<file path="src/sws_map.svh">
// Offsets, field positions, reset values and timing counts of the service window supervisor
// Assumes inclusion by bare name from every design file that needs them
`ifndef SWS_MAP_SVH
`define SWS_MAP_SVH

// ==========================================================
// Register map
`define SWS_SVR_OFFSET    8'hC7
`define SWS_WIN_HI        7
`define SWS_WIN_LO        6
`define SWS_KEY_HI        5
`define SWS_KEY_LO        1
`define SWS_CM_BIT        0
`define SWS_KEY_VALUE     5'h0C
`define SWS_WIN_RESET     2'h3
`define SWS_CM_RESET      1'b1

// ==========================================================
// Timing
`define SWS_SYS_PERIOD_NS 10
`define SWS_INSTR_NS      1000
`define SWS_INSTR_DIV     (`SWS_INSTR_NS / `SWS_SYS_PERIOD_NS)
`define SWS_LOWER_LIMIT   17'h00800
`define SWS_UPPER_BASE    17'h02000
`define SWS_RELEASE_CYC   17
`define SWS_CM_LIMIT_NS   100000
`define SWS_CM_LIMIT_CYC  ((`SWS_CM_LIMIT_NS + `SWS_SYS_PERIOD_NS - 1) / `SWS_SYS_PERIOD_NS)

`endif

</file>
<file path="src/sws_pkg.sv">
// Types shared by the service window supervisor
// Assumes nothing beyond a SystemVerilog compiler
package sws_pkg;

  // ==========================================================
  // Fault sequencer states
  typedef enum logic [1:0] {
    SWS_RUN   = 2'b00,
    SWS_PULL  = 2'b01,
    SWS_HOLD  = 2'b10,
    SWS_REARM = 2'b11
  } sws_state_e;

  typedef logic [1:0]  sws_win_t;
  typedef logic [16:0] sws_count_t;

endpackage

</file>
<file path="src/sws_release_timer.sv">
// Release delay counter: counts instruction ticks while run is held
// Assumes tick is a one-cycle enable on the same clock
`timescale 1ns/100ps

module sws_release_timer #(
  parameter int COUNT = 17
) (
  input  wire logic clk_in,    // System clock
  input  wire logic rst_n_in,  // Async reset, active low
  input  wire logic run_in,    // Count while high, clear when low
  input  wire logic tick_in,   // Instruction cycle enable
  output logic      done_out   // High once COUNT ticks seen
);

  localparam int W = $clog2(COUNT + 1);

  logic [W-1:0] cnt_r;

  // ==========================================================
  // Counter
  always_ff @(posedge clk_in or negedge rst_n_in) begin
    if (!rst_n_in) begin
      cnt_r <= '0;
    end else if (!run_in) begin
      cnt_r <= '0;
    end else if (tick_in && (cnt_r != W'(COUNT))) begin
      cnt_r <= cnt_r + W'(1);
    end
  end

  assign done_out = run_in && (cnt_r == W'(COUNT));

endmodule

</file>
<file path="src/sws_top.sv">
// Service window supervisor: keyed service timer and clock-frequency monitor
// Assumes all inputs synchronous to SYS_CLK_IN; fault pin wire resolved outside
`timescale 1ns/100ps
`include "sws_map.svh"

module sws_top #(
  parameter int INSTR_DIV    = `SWS_INSTR_DIV,
  parameter int CM_LIMIT_CYC = `SWS_CM_LIMIT_CYC,
  parameter int RELEASE_CYC  = `SWS_RELEASE_CYC
) (
  input  wire logic       SYS_CLK_IN,                      // 100 MHz clock
  input  wire logic       RESETN_IN,                       // Async reset, active low
  input  wire logic [7:0] REG_ADDR_IN,                     // Data memory address
  input  wire logic       REG_WR_IN,                       // Write strobe
  input  wire logic       REG_RD_IN,                       // Read strobe
  input  wire logic [7:0] REG_WDATA_IN,                    // Write data
  output logic      [7:0] REG_RDATA_OUT,                   // Read data
  input  wire logic       HALT_MODE_IN,                    // Halt mode level
  input  wire logic       IDLE_MODE_IN,                    // Idle mode level
  input  wire logic       XTAL_OPTION_IN,                  // Crystal oscillator option
  input  wire logic       CLOCK_DELAY_SELECT_IN,           // Clock-delay bit
  input  wire logic       CLOCK_INPUT_PIN_IN,              // Monitored clock input pin
  input  wire logic       SUPERVISION_FAULT_PIN_IN,        // Sensed fault pin level
  output logic            SUPERVISION_FAULT_PIN_OUT,       // Fault pin drive value
  output logic            SUPERVISION_FAULT_PIN_OE_N_OUT   // Fault pin enable, active low
);

  localparam int DW  = $clog2(INSTR_DIV);
  localparam int CMW = $clog2(CM_LIMIT_CYC + 1);

  // ==========================================================
  // Declarations
  sws_pkg::sws_state_e st_r;
  sws_pkg::sws_state_e st_nxt;
  sws_pkg::sws_win_t   win_sel_r;
  sws_pkg::sws_count_t cnt_r;
  sws_pkg::sws_count_t cnt_nxt;
  sws_pkg::sws_count_t upper_limit;

  logic [DW-1:0]  div_r;
  logic           tick;
  logic           cm_en_r;
  logic           config_done_r;
  logic           first_window_r;
  logic           halt_q_r;
  logic           idle_q_r;
  logic [7:0]     rdata_r;
  logic           oe_n_r;
  logic           cki_q_r;
  logic [CMW-1:0] cm_cnt_r;
  logic           cm_err_r;
  logic           cm_hold_r;
  logic           cm_done;
  logic           sv_done;
  logic           wr_hit;
  logic           accept_wr;
  logic           key_ok;
  logic           field_match;
  logic           early;
  logic           svc_ok;
  logic           wr_fault;
  logic           inhibit;
  logic           timeout;
  logic           halt_exit;
  logic           idle_exit;
  logic           sv_drive;
  logic           cm_drive;

  // ==========================================================
  // Instruction cycle enable
  always_ff @(posedge SYS_CLK_IN or negedge RESETN_IN) begin
    if (!RESETN_IN) begin
      div_r <= '0;
    end else if (tick) begin
      div_r <= '0;
    end else begin
      div_r <= div_r + DW'(1);
    end
  end

  assign tick = (div_r == DW'(INSTR_DIV - 1));

  // ==========================================================
  // Service decode
  assign wr_hit      = REG_WR_IN && (REG_ADDR_IN == `SWS_SVR_OFFSET);
  assign accept_wr   = wr_hit && (st_r == sws_pkg::SWS_RUN);
  assign key_ok      = (REG_WDATA_IN[`SWS_KEY_HI:`SWS_KEY_LO] == `SWS_KEY_VALUE);
  assign field_match = key_ok && (REG_WDATA_IN[`SWS_WIN_HI:`SWS_WIN_LO] == win_sel_r);
  // First window after reset has no lower bound
  assign early       = (cnt_r < `SWS_LOWER_LIMIT) && !first_window_r;
  assign svc_ok      = accept_wr && (config_done_r ? (field_match && !early) : key_ok);
  assign wr_fault    = accept_wr && !svc_ok;

  assign upper_limit = `SWS_UPPER_BASE << win_sel_r;
  assign inhibit     = HALT_MODE_IN || IDLE_MODE_IN;
  assign timeout     = (st_r == sws_pkg::SWS_RUN) && !inhibit && tick
                       && (cnt_r == (upper_limit - 17'h00001));
  assign halt_exit   = halt_q_r && !HALT_MODE_IN;
  assign idle_exit   = idle_q_r && !IDLE_MODE_IN;

  // ==========================================================
  // Settings, locked by the first keyed write
  always_ff @(posedge SYS_CLK_IN or negedge RESETN_IN) begin
    if (!RESETN_IN) begin
      win_sel_r     <= `SWS_WIN_RESET;
      cm_en_r       <= `SWS_CM_RESET;
      config_done_r <= 1'b0;
    end else if (svc_ok && !config_done_r) begin
      win_sel_r     <= REG_WDATA_IN[`SWS_WIN_HI:`SWS_WIN_LO];
      cm_en_r       <= REG_WDATA_IN[`SWS_CM_BIT];
      config_done_r <= 1'b1;
    end
  end

  always_ff @(posedge SYS_CLK_IN or negedge RESETN_IN) begin
    if (!RESETN_IN) begin
      first_window_r <= 1'b1;
    end else if (svc_ok || (st_r != sws_pkg::SWS_RUN)) begin
      first_window_r <= 1'b0;
    end
  end

  always_ff @(posedge SYS_CLK_IN or negedge RESETN_IN) begin
    if (!RESETN_IN) begin
      halt_q_r <= 1'b0;
      idle_q_r <= 1'b0;
    end else begin
      halt_q_r <= HALT_MODE_IN;
      idle_q_r <= IDLE_MODE_IN;
    end
  end

  // ==========================================================
  // Window counter
  always_comb begin
    cnt_nxt = cnt_r;
    if (st_r != sws_pkg::SWS_RUN) begin
      cnt_nxt = '0;
    end else if (svc_ok || idle_exit) begin
      cnt_nxt = '0;
    end else if (halt_exit && (XTAL_OPTION_IN || CLOCK_DELAY_SELECT_IN)) begin
      cnt_nxt = '0;
    end else if (!inhibit && tick) begin
      cnt_nxt = cnt_r + 17'h00001;
    end
  end

  always_ff @(posedge SYS_CLK_IN or negedge RESETN_IN) begin
    if (!RESETN_IN) begin
      cnt_r <= '0;
    end else begin
      cnt_r <= cnt_nxt;
    end
  end

  // ==========================================================
  // Fault sequencer
  always_comb begin
    st_nxt = st_r;
    unique case (st_r)
      sws_pkg::SWS_RUN: begin
        if (wr_fault || timeout) begin
          st_nxt = sws_pkg::SWS_PULL;
        end
      end
      sws_pkg::SWS_PULL: begin
        if (!SUPERVISION_FAULT_PIN_IN) begin
          st_nxt = sws_pkg::SWS_HOLD;
        end
      end
      sws_pkg::SWS_HOLD: begin
        if (sv_done) begin
          st_nxt = sws_pkg::SWS_REARM;
        end
      end
      sws_pkg::SWS_REARM: begin
        if (SUPERVISION_FAULT_PIN_IN) begin
          st_nxt = sws_pkg::SWS_RUN;
        end
      end
    endcase
  end

  always_ff @(posedge SYS_CLK_IN or negedge RESETN_IN) begin
    if (!RESETN_IN) begin
      st_r <= sws_pkg::SWS_RUN;
    end else begin
      st_r <= st_nxt;
    end
  end

  // Extra tick margin so the hold never falls under 16 full cycles
  sws_release_timer #(
    .COUNT    (RELEASE_CYC)
  ) u_sv_release (
    .clk_in   (SYS_CLK_IN),
    .rst_n_in (RESETN_IN),
    .run_in   (st_r == sws_pkg::SWS_HOLD),
    .tick_in  (tick),
    .done_out (sv_done)
  );

  // ==========================================================
  // Clock monitor, never gated by halt or idle
  always_ff @(posedge SYS_CLK_IN or negedge RESETN_IN) begin
    if (!RESETN_IN) begin
      cki_q_r  <= 1'b0;
      cm_cnt_r <= '0;
      cm_err_r <= 1'b0;
    end else begin
      cki_q_r <= CLOCK_INPUT_PIN_IN;
      if (CLOCK_INPUT_PIN_IN && !cki_q_r) begin
        cm_cnt_r <= '0;
      end else if (cm_cnt_r != CMW'(CM_LIMIT_CYC)) begin
        cm_cnt_r <= cm_cnt_r + CMW'(1);
      end
      // Limit sits between a 10 us and a 10 ms input period
      cm_err_r <= (cm_cnt_r == CMW'(CM_LIMIT_CYC));
    end
  end

  always_ff @(posedge SYS_CLK_IN or negedge RESETN_IN) begin
    if (!RESETN_IN) begin
      cm_hold_r <= 1'b0;
    end else if (cm_err_r) begin
      cm_hold_r <= 1'b1;
    end else if (cm_done) begin
      cm_hold_r <= 1'b0;
    end
  end

  sws_release_timer #(
    .COUNT    (RELEASE_CYC)
  ) u_cm_release (
    .clk_in   (SYS_CLK_IN),
    .rst_n_in (RESETN_IN),
    .run_in   (cm_hold_r && !cm_err_r),
    .tick_in  (tick),
    .done_out (cm_done)
  );

  // ==========================================================
  // Fault pin
  assign sv_drive = (st_r == sws_pkg::SWS_PULL) || (st_r == sws_pkg::SWS_HOLD);
  assign cm_drive = cm_en_r && (cm_err_r || cm_hold_r);

  always_ff @(posedge SYS_CLK_IN or negedge RESETN_IN) begin
    if (!RESETN_IN) begin
      oe_n_r <= 1'b1;
    end else begin
      oe_n_r <= !(sv_drive || cm_drive);
    end
  end

  assign SUPERVISION_FAULT_PIN_OUT      = 1'b0;
  assign SUPERVISION_FAULT_PIN_OE_N_OUT = oe_n_r;

  // ==========================================================
  // Register read
  always_ff @(posedge SYS_CLK_IN or negedge RESETN_IN) begin
    if (!RESETN_IN) begin
      rdata_r <= 8'h00;
    end else if (REG_RD_IN) begin
      if (REG_ADDR_IN == `SWS_SVR_OFFSET) begin
        rdata_r <= {win_sel_r, 5'h00, cm_en_r};
      end else begin
        rdata_r <= 8'h00;
      end
    end
  end

  assign REG_RDATA_OUT = rdata_r;

  // ==========================================================
  // Checks
  a_read_key_zero: assert property (@(posedge SYS_CLK_IN) disable iff (!RESETN_IN)
    REG_RD_IN && (REG_ADDR_IN == `SWS_SVR_OFFSET) |=> (REG_RDATA_OUT[5:1] == 5'h00))
    else $error("Key bits read back nonzero");

  a_settings_locked: assert property (@(posedge SYS_CLK_IN) disable iff (!RESETN_IN)
    config_done_r |=> $stable(win_sel_r) && $stable(cm_en_r))
    else $error("Settings changed after lock");

  a_reset_defaults: assert property (@(posedge SYS_CLK_IN) disable iff (!RESETN_IN)
    !config_done_r |-> (win_sel_r == 2'h3) && cm_en_r)
    else $error("Defaults lost before first write");

  a_timeout_fault: assert property (@(posedge SYS_CLK_IN) disable iff (!RESETN_IN)
    (st_r == sws_pkg::SWS_RUN) && !inhibit && tick && (cnt_r == upper_limit - 17'h00001)
    |=> (st_r == sws_pkg::SWS_PULL) ##1 !SUPERVISION_FAULT_PIN_OE_N_OUT)
    else $error("Upper limit did not fault");

  a_early_fault: assert property (@(posedge SYS_CLK_IN) disable iff (!RESETN_IN)
    accept_wr && config_done_r && (cnt_r < 17'h00800) && !first_window_r
    |=> (st_r == sws_pkg::SWS_PULL))
    else $error("Early service not faulted");

  a_mismatch_fault: assert property (@(posedge SYS_CLK_IN) disable iff (!RESETN_IN)
    accept_wr && config_done_r && (REG_WDATA_IN[7:1] != {win_sel_r, 5'h0C})
    |=> (st_r == sws_pkg::SWS_PULL) && $stable(win_sel_r))
    else $error("Mismatched service not faulted");

  a_ignore_in_fault: assert property (@(posedge SYS_CLK_IN) disable iff (!RESETN_IN)
    wr_hit && (st_r != sws_pkg::SWS_RUN) |=> $stable(config_done_r) && (cnt_r == 17'h00000))
    else $error("Write acted during fault");

  a_restart_high: assert property (@(posedge SYS_CLK_IN) disable iff (!RESETN_IN)
    (st_r == sws_pkg::SWS_REARM) && SUPERVISION_FAULT_PIN_IN
    |=> (st_r == sws_pkg::SWS_RUN) && (cnt_r == 17'h00000))
    else $error("Window not restarted on pin high");

  a_cm_drives_pin: assert property (@(posedge SYS_CLK_IN) disable iff (!RESETN_IN)
    cm_en_r && cm_err_r |=> !SUPERVISION_FAULT_PIN_OE_N_OUT)
    else $error("Clock error not on pin");

  a_halt_freeze: assert property (@(posedge SYS_CLK_IN) disable iff (!RESETN_IN)
    (st_r == sws_pkg::SWS_RUN) && HALT_MODE_IN && halt_q_r && !svc_ok
    |=> (cnt_r == $past(cnt_r)))
    else $error("Counter ran in halt");

  a_idle_exit_service: assert property (@(posedge SYS_CLK_IN) disable iff (!RESETN_IN)
    (st_r == sws_pkg::SWS_RUN) && idle_q_r && !IDLE_MODE_IN |=> (cnt_r == 17'h00000))
    else $error("Idle exit did not service");

endmodule

</file>
<file path="config.mk">
export PLATFORM = sky130hd
export DESIGN_NAME = sws_top
export DESIGN_NICKNAME = d
export VERILOG_FILES = /design/src/sws_pkg.sv /design/src/sws_release_timer.sv /design/src/sws_top.sv
export VERILOG_INCLUDE_DIRS = /design/src
export SDC_FILE = /design/constraint.sdc
export NUM_CORES = 1
export LEC_CHECK = 0
export BUFFER_PORTS_ARGS = -buffer_cell sky130_fd_sc_hd__buf_2
export CORE_AREA = 2 2 77 79
export CTS_CLUSTER_DIAMETER = 150
export DETAILED_ROUTE_END_ITERATION = 7
export DIE_AREA = 0 0 79 81
export PLACE_DENSITY_LB_ADDON = 0.05
export SLEW_MARGIN = 20
export SYNTH_ARGS = -nofsm -noshare
export SYNTH_HDL_FRONTEND = slang
export SYNTH_SLANG_ARGS = --single-unit
</file>
<file path="constraint.sdc">
create_clock -name SYS_CLK_IN -period 3.4 [get_ports SYS_CLK_IN]
set_input_delay 0.34 -clock SYS_CLK_IN [delete_from_list [all_inputs] [get_ports SYS_CLK_IN]]
set_output_delay 0.34 -clock SYS_CLK_IN [all_outputs]
set_load 0.02 [all_outputs]
</file>
==> results.toml, run 1 <==
[global_routing]
grt_start_max_net_pins = 33
grt_pass1_wl_um = 9800
antenna_found_initial = 0
grt_pass1_vias = 2104
grt-ovfl-total = 0
track_usage_pct = 20.0

[finish]
area_growth_pct = 12.7
fill_cells = 497
drive_gt1_share_pct = 18.5
design_area_um2 = 3620
final_common_cell = "dfrtp_1"
antennaDiodeCount = 0
final_cell_mix = "dfrtp_1, nor2_1, buf_2"
final_nets = 396

[placement]
postPlaceCellArea_um2 = 3430
dpl.hpwl_um = 4060
io_buffers = 29
gp_congestion = 0.731
dp_slack_ns = 0.848

[die]
fp.dieH_um = 81
die_w_um = 79
rows = 28
core_area_um2 = 5680
num_io_pins = 36
die_area_um2 = 6400
start_util_pct = 56.5

[synth]
yosysTopAreaCell = "dfrtp_1"
yosys_warnings = 0
syn_inst = 319
synth_seq_area_share_pct = 50.1
synth_top_area_share_pct = 46.0
ys.flop_type = "dfrtp_1"
avgSynthCellArea_um2 = 10.1
synth.area.top_cells = "dfrtp_1, xor2_1, nor2_1, ha_1, dfstp_2"
yosys.cell_types.count = 42
ys_ff_latch = 64
syn-cell-area_um2 = 3210
synth_edf_count = 0
async_flop_share_pct = 100

[critical_path]
cp.required_ns = 3.63
crit_arrival_ns = 2.77
critPathTopFamily = "simple AND/OR/NAND/NOR gates"
crit_type = "register to register"
cpPeakStageDelay_ns = 0.61
worstPathMaxFanout = 8
cpMaxStageDelayCell = "or4_1"
cp_cell_sequence = "ha_1 > nand4bb_1 > or4_1 > nor4_4 > nand3_2 > o2bb2ai_2 > mux2_1"
worstPathBufferInverterCount = 0
crit_path_end_kind = "register"
start_kind = "register"

[drt]
drt_wl_total_um = 5610
ant_nets = 0
drt_iter0_markers = 109
remaining_drc_errors = 0
wl_per_cell_um = 12.8
viasPerCell = 5.14
num_vias = 2250
first_pass_iters = 4

[sta]
rsz0062_at_grt = "false"
skew_ns = 0.00917
period_needed_ns = 2.54
clock.fmax_ghz = 0.394
slew_headroom_pct = 34.9
fin_tns_setup_ns = 0
setup_slack_ns = 0.864
hold_ws_ns = 0.0563
worst_pin_slew_ns = 0.975
finalSetupViolations = 0
maxSlewViolCount = 0
finalCritPeriodShare_pct = 74.6
hold_viol_final = 0

[clock_tree]
cts_resized = 0
tritoncts = "yes"
post_cts_buffers = 0
cts.sinks = 64
clock_path_buffers = 2
hold_buffers = 0
insertion_delay_ns = 0.34
cts_root_buffer = "clkbuf_8"
path_clk_slew_ns = 0.07
htreeDepth = 3
cts_made_buffers = 9

[flow_run]
drv_cap = 0

[power]
p_per_area_nw_per_um2 = 472
power_mw = 1.71
vdd_drop_max_v = 0.000295
leakage_nw = 1.67

[run_status]
run_status = "finished, final reports clean"

[worst_hold_path]
holdCritPathClass = "input port to async pin"
[registers in the layout, indices dropped and copies added (netlist names)]
signal                          cells
REG_RDATA_OUT                       3
SUPERVISION_FAULT_PIN_OE_N_OUT      1
cki_q_r                             1
cm_cnt_r                           14
cm_en_r                             1
cm_err_r                            1
cm_hold_r                           1
cnt_r                              17
config_done_r                       1
div_r                               7
first_window_r                      1
halt_q_r                            1
idle_q_r                            1
st_r                                2
u_cm_release.cnt_r                  5
u_sv_release.cnt_r                  5
win_sel_r                           2
[layout make-up]
class	count	area, µm²	area share [%]
Clock buffer	12	155	4.29
Multi-Input combinational cell	233	1490	41.2
Inverter	17	63.8	1.76
Sequential cell	64	1610	44.5
Clock inverter	4	28.8	0.796
Timing Repair Buffer	33	175	4.84
Tap cell	75	93.8	2.60
[per-stage QoR]
stage	utilization (%)	cells
after floorplan	-	324
after detailed placement	60.5	422
final	63.7	438
after CTS	63.7	438
after global placement	60.5	422
after global routing	63.7	438
[report_power, final]
group	internal, mW	leakage (nW)	switching [mW]
Combinational	0.109	0.738	0.158
Sequential	0.806	0.845	0.0360
Clock	0.304	0.0886	0.293
[cell families (layout without fill, tap and decap cells)]
| logic type | Yosys count | count (layout) | synth area share [%] |
|---|---|---|---|
| and+or+nand+nor | 144 | 144 | 23.3 |
| DFF | 64 | 64 | 50.1 |
| xor gates and xnor gates | 39 | 39 | 10.6 |
| buffers and inverters | 27 | 66 | 3.98 |
| AOI/OAI and AO/OA | 26 | 26 | 5.11 |
| adders and majority gates | 12 | 12 | 4.68 |
| muxes | 6 | 6 | 2.03 |
| other | 1 | 6 | 0.117 |
[layer usage]
layer  GRT usage (%)  vias to the layer above  part of all wire, %
met5               0                        -                    0
li1                -                     1145                    -
met4            8.28                        0                  1.6
met3            5.33                       10                  3.7
met1            28.2                     1056                   51
met2            29.7                       39                   44
[cell usage after synthesis (2+ instances only)]
| cell | number |
|---|---|
| mux2i_1 | 2 |
| or3_1 | 5 |
| and2_1 | 7 |
| nand2b_1 | 3 |
| clkbuf_1 | 3 |
| nor2_1 | 43 |
| buf_4 | 7 |
| ha_1 | 12 |
| nand3_1 | 23 |
| nand4bb_1 | 2 |
| o21ai_0 | 10 |
| dfstp_2 | 5 |
| nand2_1 | 22 |
| xnor2_1 | 15 |
| nor4_1 | 4 |
| nor2b_1 | 2 |
| nor2_2 | 6 |
| a21oi_1 | 7 |
| nor3_1 | 2 |
| or4_1 | 2 |
| mux2_2 | 3 |
| and3_1 | 6 |
| dfrtp_1 | 59 |
| nand4_1 | 11 |
| xor2_1 | 24 |
| inv_1 | 17 |
| nand4b_1 | 2 |
[final timing paths]
| path | startpoint | to | slack [ns] | depth (start not counted) |
|---|---|---|---|---|
| worst max-delay path | div_r[0]$_DFF_PN0_ | st_r[1]$_DFFE_PN0P_ | 0.86 | 7 |
| worst min-delay path | RESETN_IN | REG_RDATA_OUT[6]$_DFFE_PN0P_ | 0.06 | 1 |
| worst max register to register | div_r[0]$_DFF_PN0_ | st_r[1]$_DFFE_PN0P_ | 0.86 | 7 |
| worst min register to register | div_r[0]$_DFF_PN0_ | div_r[0]$_DFF_PN0_ | 0.45 | 1 |
| max in group asynchronous | RESETN_IN | win_sel_r[1]$_DFFE_PN1P_ | 2.55 | 2 |
| min in group SYS_CLK_IN | CLOCK_INPUT_PIN_IN | cki_q_r$_DFF_PN0_ | 0.11 | 1 |
No activity file was read; power rests on OpenSTA's default activity.
==> run 2, diff against run 1 <==
- CORE_AREA: 2 2 77 79 -> 2 2 82 84
- DIE_AREA: 0 0 79 81 -> 0 0 84 86
- clock period: 3.4 -> 2.1 ns (I/O delays scaled with it)
==> results.toml, run 2 (synthesis results as in run 1) <==
[global_routing]
grt_pass1_wl_um = 11000
grt-ovfl-total = 0
track_usage_pct = 19.2
grt_pass1_vias = 2427
antenna_found_initial = 0
grt_start_max_net_pins = 65

[sta]
clock.fmax_ghz = 0.477
maxSlewViolCount = 0
skew_ns = 0.00880
finalSetupViolations = 0
rsz0062_at_grt = "true"
period_needed_ns = 2.09
hold_viol_final = 0
finalCritPeriodShare_pct = 99.7
hold_ws_ns = 0.0475
setup_slack_ns = 0.00530
fin_tns_setup_ns = 0

[flow_run]
drv_cap = 0

[finish]
fill_cells = 562
regMostFlops = "cnt_r"
final_common_cell = "dfrtp_1"
area_growth_pct = 20.0
final_cell_mix = "dfrtp_1, nor2_1, buf_2"
final_nets = 413
reg.largest.list = "cnt_r (17), cm_cnt_r (14), div_r (7)"
antennaDiodeCount = 0
drive_gt1_share_pct = 22.9
largest_reg_flops = 17

[power]
comb_power_share_pct = 17.1
power_mw = 3.21
switchingPower_mw = 0.847
p_per_area_nw_per_um2 = 834
leakage_nw = 1.80
vdd_drop_max_v = 0.000570
switching_share_pct = 26.4
p_seq_share_pct = 42.5
p_int_mw = 2.36
clock_power_share_pct = 40.4

[die]
die_area_um2 = 7220
die_w_um = 84
start_util_pct = 51.1
core_area_um2 = 6280
fp.dieH_um = 86
rows = 29
num_io_pins = 36

[critical_path]
start_kind = "register"
crit_arrival_ns = 2.32
crit_type = "register to register"
reg2reg_depth = 7
worstPathMaxFanout = 3
worstReg2RegEnd = "st_r[1]$_DFFE_PN0P_"
cp.required_ns = 2.32
crit_path_end_kind = "register"
rr_startpoint = "div_r[0]$_DFF_PN0_"
r2r_slack_ns = 0.005

[clock_tree]
insertion_delay_ns = 0.34
htreeDepth = 3
path_clk_slew_ns = 0.07
cts.sinks = 64
cts_root_buffer = "clkbuf_8"
cts_made_buffers = 9
clock_path_buffers = 2
tritoncts = "yes"

[placement]
io_buffers = 29
gp_congestion = 0.799
dp_slack_ns = -0.0568
dpl.hpwl_um = 4180

[drt]
first_pass_iters = 4
num_vias = 2342
drt_iter0_markers = 54
drt_wl_total_um = 6010
wl_per_cell_um = 13.2
ant_nets = 0
remaining_drc_errors = 0
viasPerCell = 5.12

[worst_hold_path]
min_from = "IDLE_MODE_IN"
hold_end = "idle_q_r$_DFF_PN0_"
holdCritPathClass = "input port to register"
holdPathStages = 1

[run_status]
run_status = "finished, final reports clean"
run 2: cell types whose count changed in the layout (fill, tap and decap cells not counted), moves of 2 or more:
cell	change
buf_4	+14
clkbuf_8	-2
bufinv_16	+3
dlygate4sd3_1	+2
run 2: area by class of cell:
| cell class | instances | area (µm²) | area share, % |
|---|---|---|---|
| Tap cell | 77 | 96.3 | 2.50 |
| Sequential cell | 64 | 1610 | 41.8 |
| Multi-Input combinational cell | 233 | 1520 | 39.4 |
| Timing Repair Buffer | 50 | 320 | 8.32 |
| Inverter | 17 | 63.8 | 1.66 |
| Clock inverter | 7 | 120 | 3.12 |
| Clock buffer | 9 | 124 | 3.22 |
run 2: worst max-delay path, stage by stage, from the launching register on:
cell       delay, ns
dfrtp_1         0.36
ha_2            0.19
nand4bb_1       0.13
or4_4           0.47
nor4_4          0.22
nand3_2         0.13
o2bb2ai_4       0.16
mux2_4          0.31
run 2: timing repair:
action | in CTS | in global routing
setup endpoints to repair | 5 | 6
hold buffers | 2 | 0
setup buffers | 0 | 1
gates resized for setup | 3 | 1
endpoints found under the hold margin | 60 | 0
pin swaps | 1 | 0
run 2: metal layers:
| layer | vias to the layer above | part of all wire [%] | global-route usage [%] |
|---|---|---|---|
| met4 | 0 | 1.4 | 8.36 |
| met3 | 8 | 3.2 | 3.27 |
| met1 | 1122 | 48 | 25.7 |
| met5 | - | 0 | 0 |
| li1 | 1183 | - | - |
| met2 | 29 | 47 | 31.0 |
run 2: worst max path at each step:
stage                             from               endpoint  slack (ns)
floorplan           div_r[0]$_DFF_PN0_    st_r[1]$_DFFE_PN0P_       -0.10
global route        div_r[0]$_DFF_PN0_    st_r[1]$_DFFE_PN0P_       -0.09
CTS                 div_r[0]$_DFF_PN0_    st_r[1]$_DFFE_PN0P_       -0.01
detailed placement  div_r[0]$_DFF_PN0_  cnt_r[11]$_DFFE_PN0P_       -0.06
finish              div_r[0]$_DFF_PN0_    st_r[1]$_DFFE_PN0P_       0.005
global placement    div_r[0]$_DFF_PN0_  cnt_r[11]$_DFFE_PN0P_       -0.02
run 2: per-stage QoR:
step | std cells | utilization, % | instance area [µm²]
after CTS | 456 | 61.2 | 3840
final | 457 | 61.3 | 3850
after global routing | 457 | 61.3 | 3850
after global placement | 438 | 56.6 | 3550
after detailed placement | 438 | 56.6 | 3550
after floorplan | 324 | - | 3230
run 2: power groups by stage:
stage / logic [mW] / registers (mW) / clock network (mW)
after floorplan: 0.293 / 1.39 / 0
after global placement: 0.492 / 1.38 / 0
after detailed placement: 0.504 / 1.39 / 0
after CTS: 0.562 / 1.36 / 1.33
after global routing: 0.622 / 1.37 / 1.38
final: 0.550 / 1.36 / 1.30
==> run 3, diff against run 2 <==
- CORE_AREA: 2 2 82 84 -> 2 2 78 80
- DIE_AREA: 0 0 84 86 -> 0 0 80 82
- MAX_ROUTING_LAYER: unset -> met4
- clock period: 2.1 -> 2.3 ns (I/O delays scaled with it)
==> results.toml, run 3 (synthesis results as in run 1) <==
[critical_path]
crit_path_end_kind = "register"
crit_arrival_ns = 2.35
cp.required_ns = 2.52
worstReg2RegEnd = "cnt_r[15]$_DFFE_PN0P_"
crit_path_start = "div_r[0]$_DFF_PN0_"
crit_type = "register to register"
worstPathMaxFanout = 3
rr_startpoint = "div_r[0]$_DFF_PN0_"
reg2reg_depth = 7
r2r_slack_ns = 0.17
start_kind = "register"

[sta]
finalSetupViolations = 0
period_needed_ns = 2.13
maxSlewViolCount = 0
hold_ws_ns = 0.0184
clock.fmax_ghz = 0.469
rsz0062_at_grt = "false"
hold_viol_final = 0
fin_tns_setup_ns = 0
finalCritPeriodShare_pct = 92.7
skew_ns = 0.00680

[power]
power_mw = 2.59
p_int_mw = 1.87
switching_share_pct = 27.9
vdd_drop_max_v = 0.000729
p_seq_share_pct = 48.1
switchingPower_mw = 0.722
leakage_nw = 1.72
p_per_area_nw_per_um2 = 700
clock_power_share_pct = 35.7
comb_power_share_pct = 16.1

[global_routing]
grt_start_max_net_pins = 65
track_usage_pct = 20.1
grt_pass1_vias = 2257
grt_pass1_wl_um = 9870
antenna_found_initial = 0
grt-ovfl-total = 0

[finish]
final_nets = 404
drive_gt1_share_pct = 20.2
final_cell_mix = "dfrtp_1, nor2_1, buf_2"
reg.largest.list = "cnt_r (17), cm_cnt_r (14), div_r (7)"
layout.cells.non_filler = 446
antennaDiodeCount = 0
final_common_cell = "dfrtp_1"
fill_cells = 490
largest_reg_flops = 17
design_area_um2 = 3700
regMostFlops = "cnt_r"
area_growth_pct = 15.3

[clock_tree]
htreeDepth = 3
cts_root_buffer = "clkbuf_8"
cts.sinks = 64
insertion_delay_ns = 0.33
tritoncts = "yes"
cts_made_buffers = 9
clock_path_buffers = 2
path_clk_slew_ns = 0.07

[placement]
gp_congestion = 0.820
io_buffers = 29
dpl.hpwl_um = 3960
placed_cells = 428
postPlaceCellArea_um2 = 3490

[run_status]
run_status = "finished, final reports clean"

[die]
die_area_um2 = 6560
core_area_um2 = 5750
die_w_um = 80
num_io_pins = 36
rows = 28
start_util_pct = 55.8
fp.dieH_um = 82

[worst_hold_path]
hold_end = "cki_q_r$_DFF_PN0_"
holdCritPathClass = "input port to register"
holdPathStages = 1
min_from = "CLOCK_INPUT_PIN_IN"

[drt]
num_vias = 2266
remaining_drc_errors = 0
wl_per_cell_um = 12.6
ant_nets = 0
drt_wl_total_um = 5610
first_pass_iters = 4
drt_iter0_markers = 82
viasPerCell = 5.08

[flow_run]
drv_cap = 0
[run 3: routing by layer]
layer	wire [µm]	GRT usage, %
met5	0	-
met4	74	8.64
met3	141	3.30
met2	2590	31.4
met1	2800	26.1
[run 3: worst max-delay path by stage]
stage / endpoint / slack [ns]
2_1_floorplan: st_r[1]$_DFFE_PN0P_ / 0.09
3_3_place_gp: cnt_r[11]$_DFFE_PN0P_ / 0.14
3_5_place_dp: cnt_r[15]$_DFFE_PN0P_ / 0.1
4_1_cts: cnt_r[15]$_DFFE_PN0P_ / 0.09
5_1_grt: cnt_r[15]$_DFFE_PN0P_ / 0.02
6_report: cnt_r[15]$_DFFE_PN0P_ / 0.17
[run 3: final cells by class]
cell class	instances	area (µm²)	area share, %
Multi-Input combinational cell	233	1500	40.4
Sequential cell	64	1610	43.5
Timing Repair Buffer	41	250	6.77
Clock buffer	10	128	3.45
Inverter	17	63.8	1.73
Clock inverter	6	60.1	1.62
Tap cell	75	93.8	2.54
[run 3: critical path: stages (launching register included)]
cell and delay, ns:
dfrtp_1 0.37, ha_1 0.18, nand4bb_1 0.15, or4_4 0.47
or4_4 0.56, nor2_2 0.11, xnor2_1 0.14, nor2_2 0.05
[run 3: repair_timing]
item | CTS | global route
endpoints found under the hold margin | 59 | 0
setup endpoints to repair | 0 | 4
hold buffers | 1 | 0
gates resized for setup | 0 | 1
setup buffers | 0 | 1
[run 3: power groups by stage]
stage | Clock [mW] | Sequential, mW | Combinational [mW]
6_report | 0.924 | 1.25 | 0.418
5_1_grt | 0.992 | 1.25 | 0.476
4_1_cts | 0.948 | 1.24 | 0.428
3_5_place_dp | 0 | 1.27 | 0.423
3_3_place_gp | 0 | 1.26 | 0.415
2_1_floorplan | 0 | 1.27 | 0.267
[run 3: per-stage QoR]
stage | util [%] | setup slack [ns]
floorplan | - | 0.0878
detailed placement | 60.7 | 0.0999
CTS | 64.2 | 0.0876
global placement | 60.7 | 0.143
finish | 64.4 | 0.169
global route | 64.4 | 0.0163
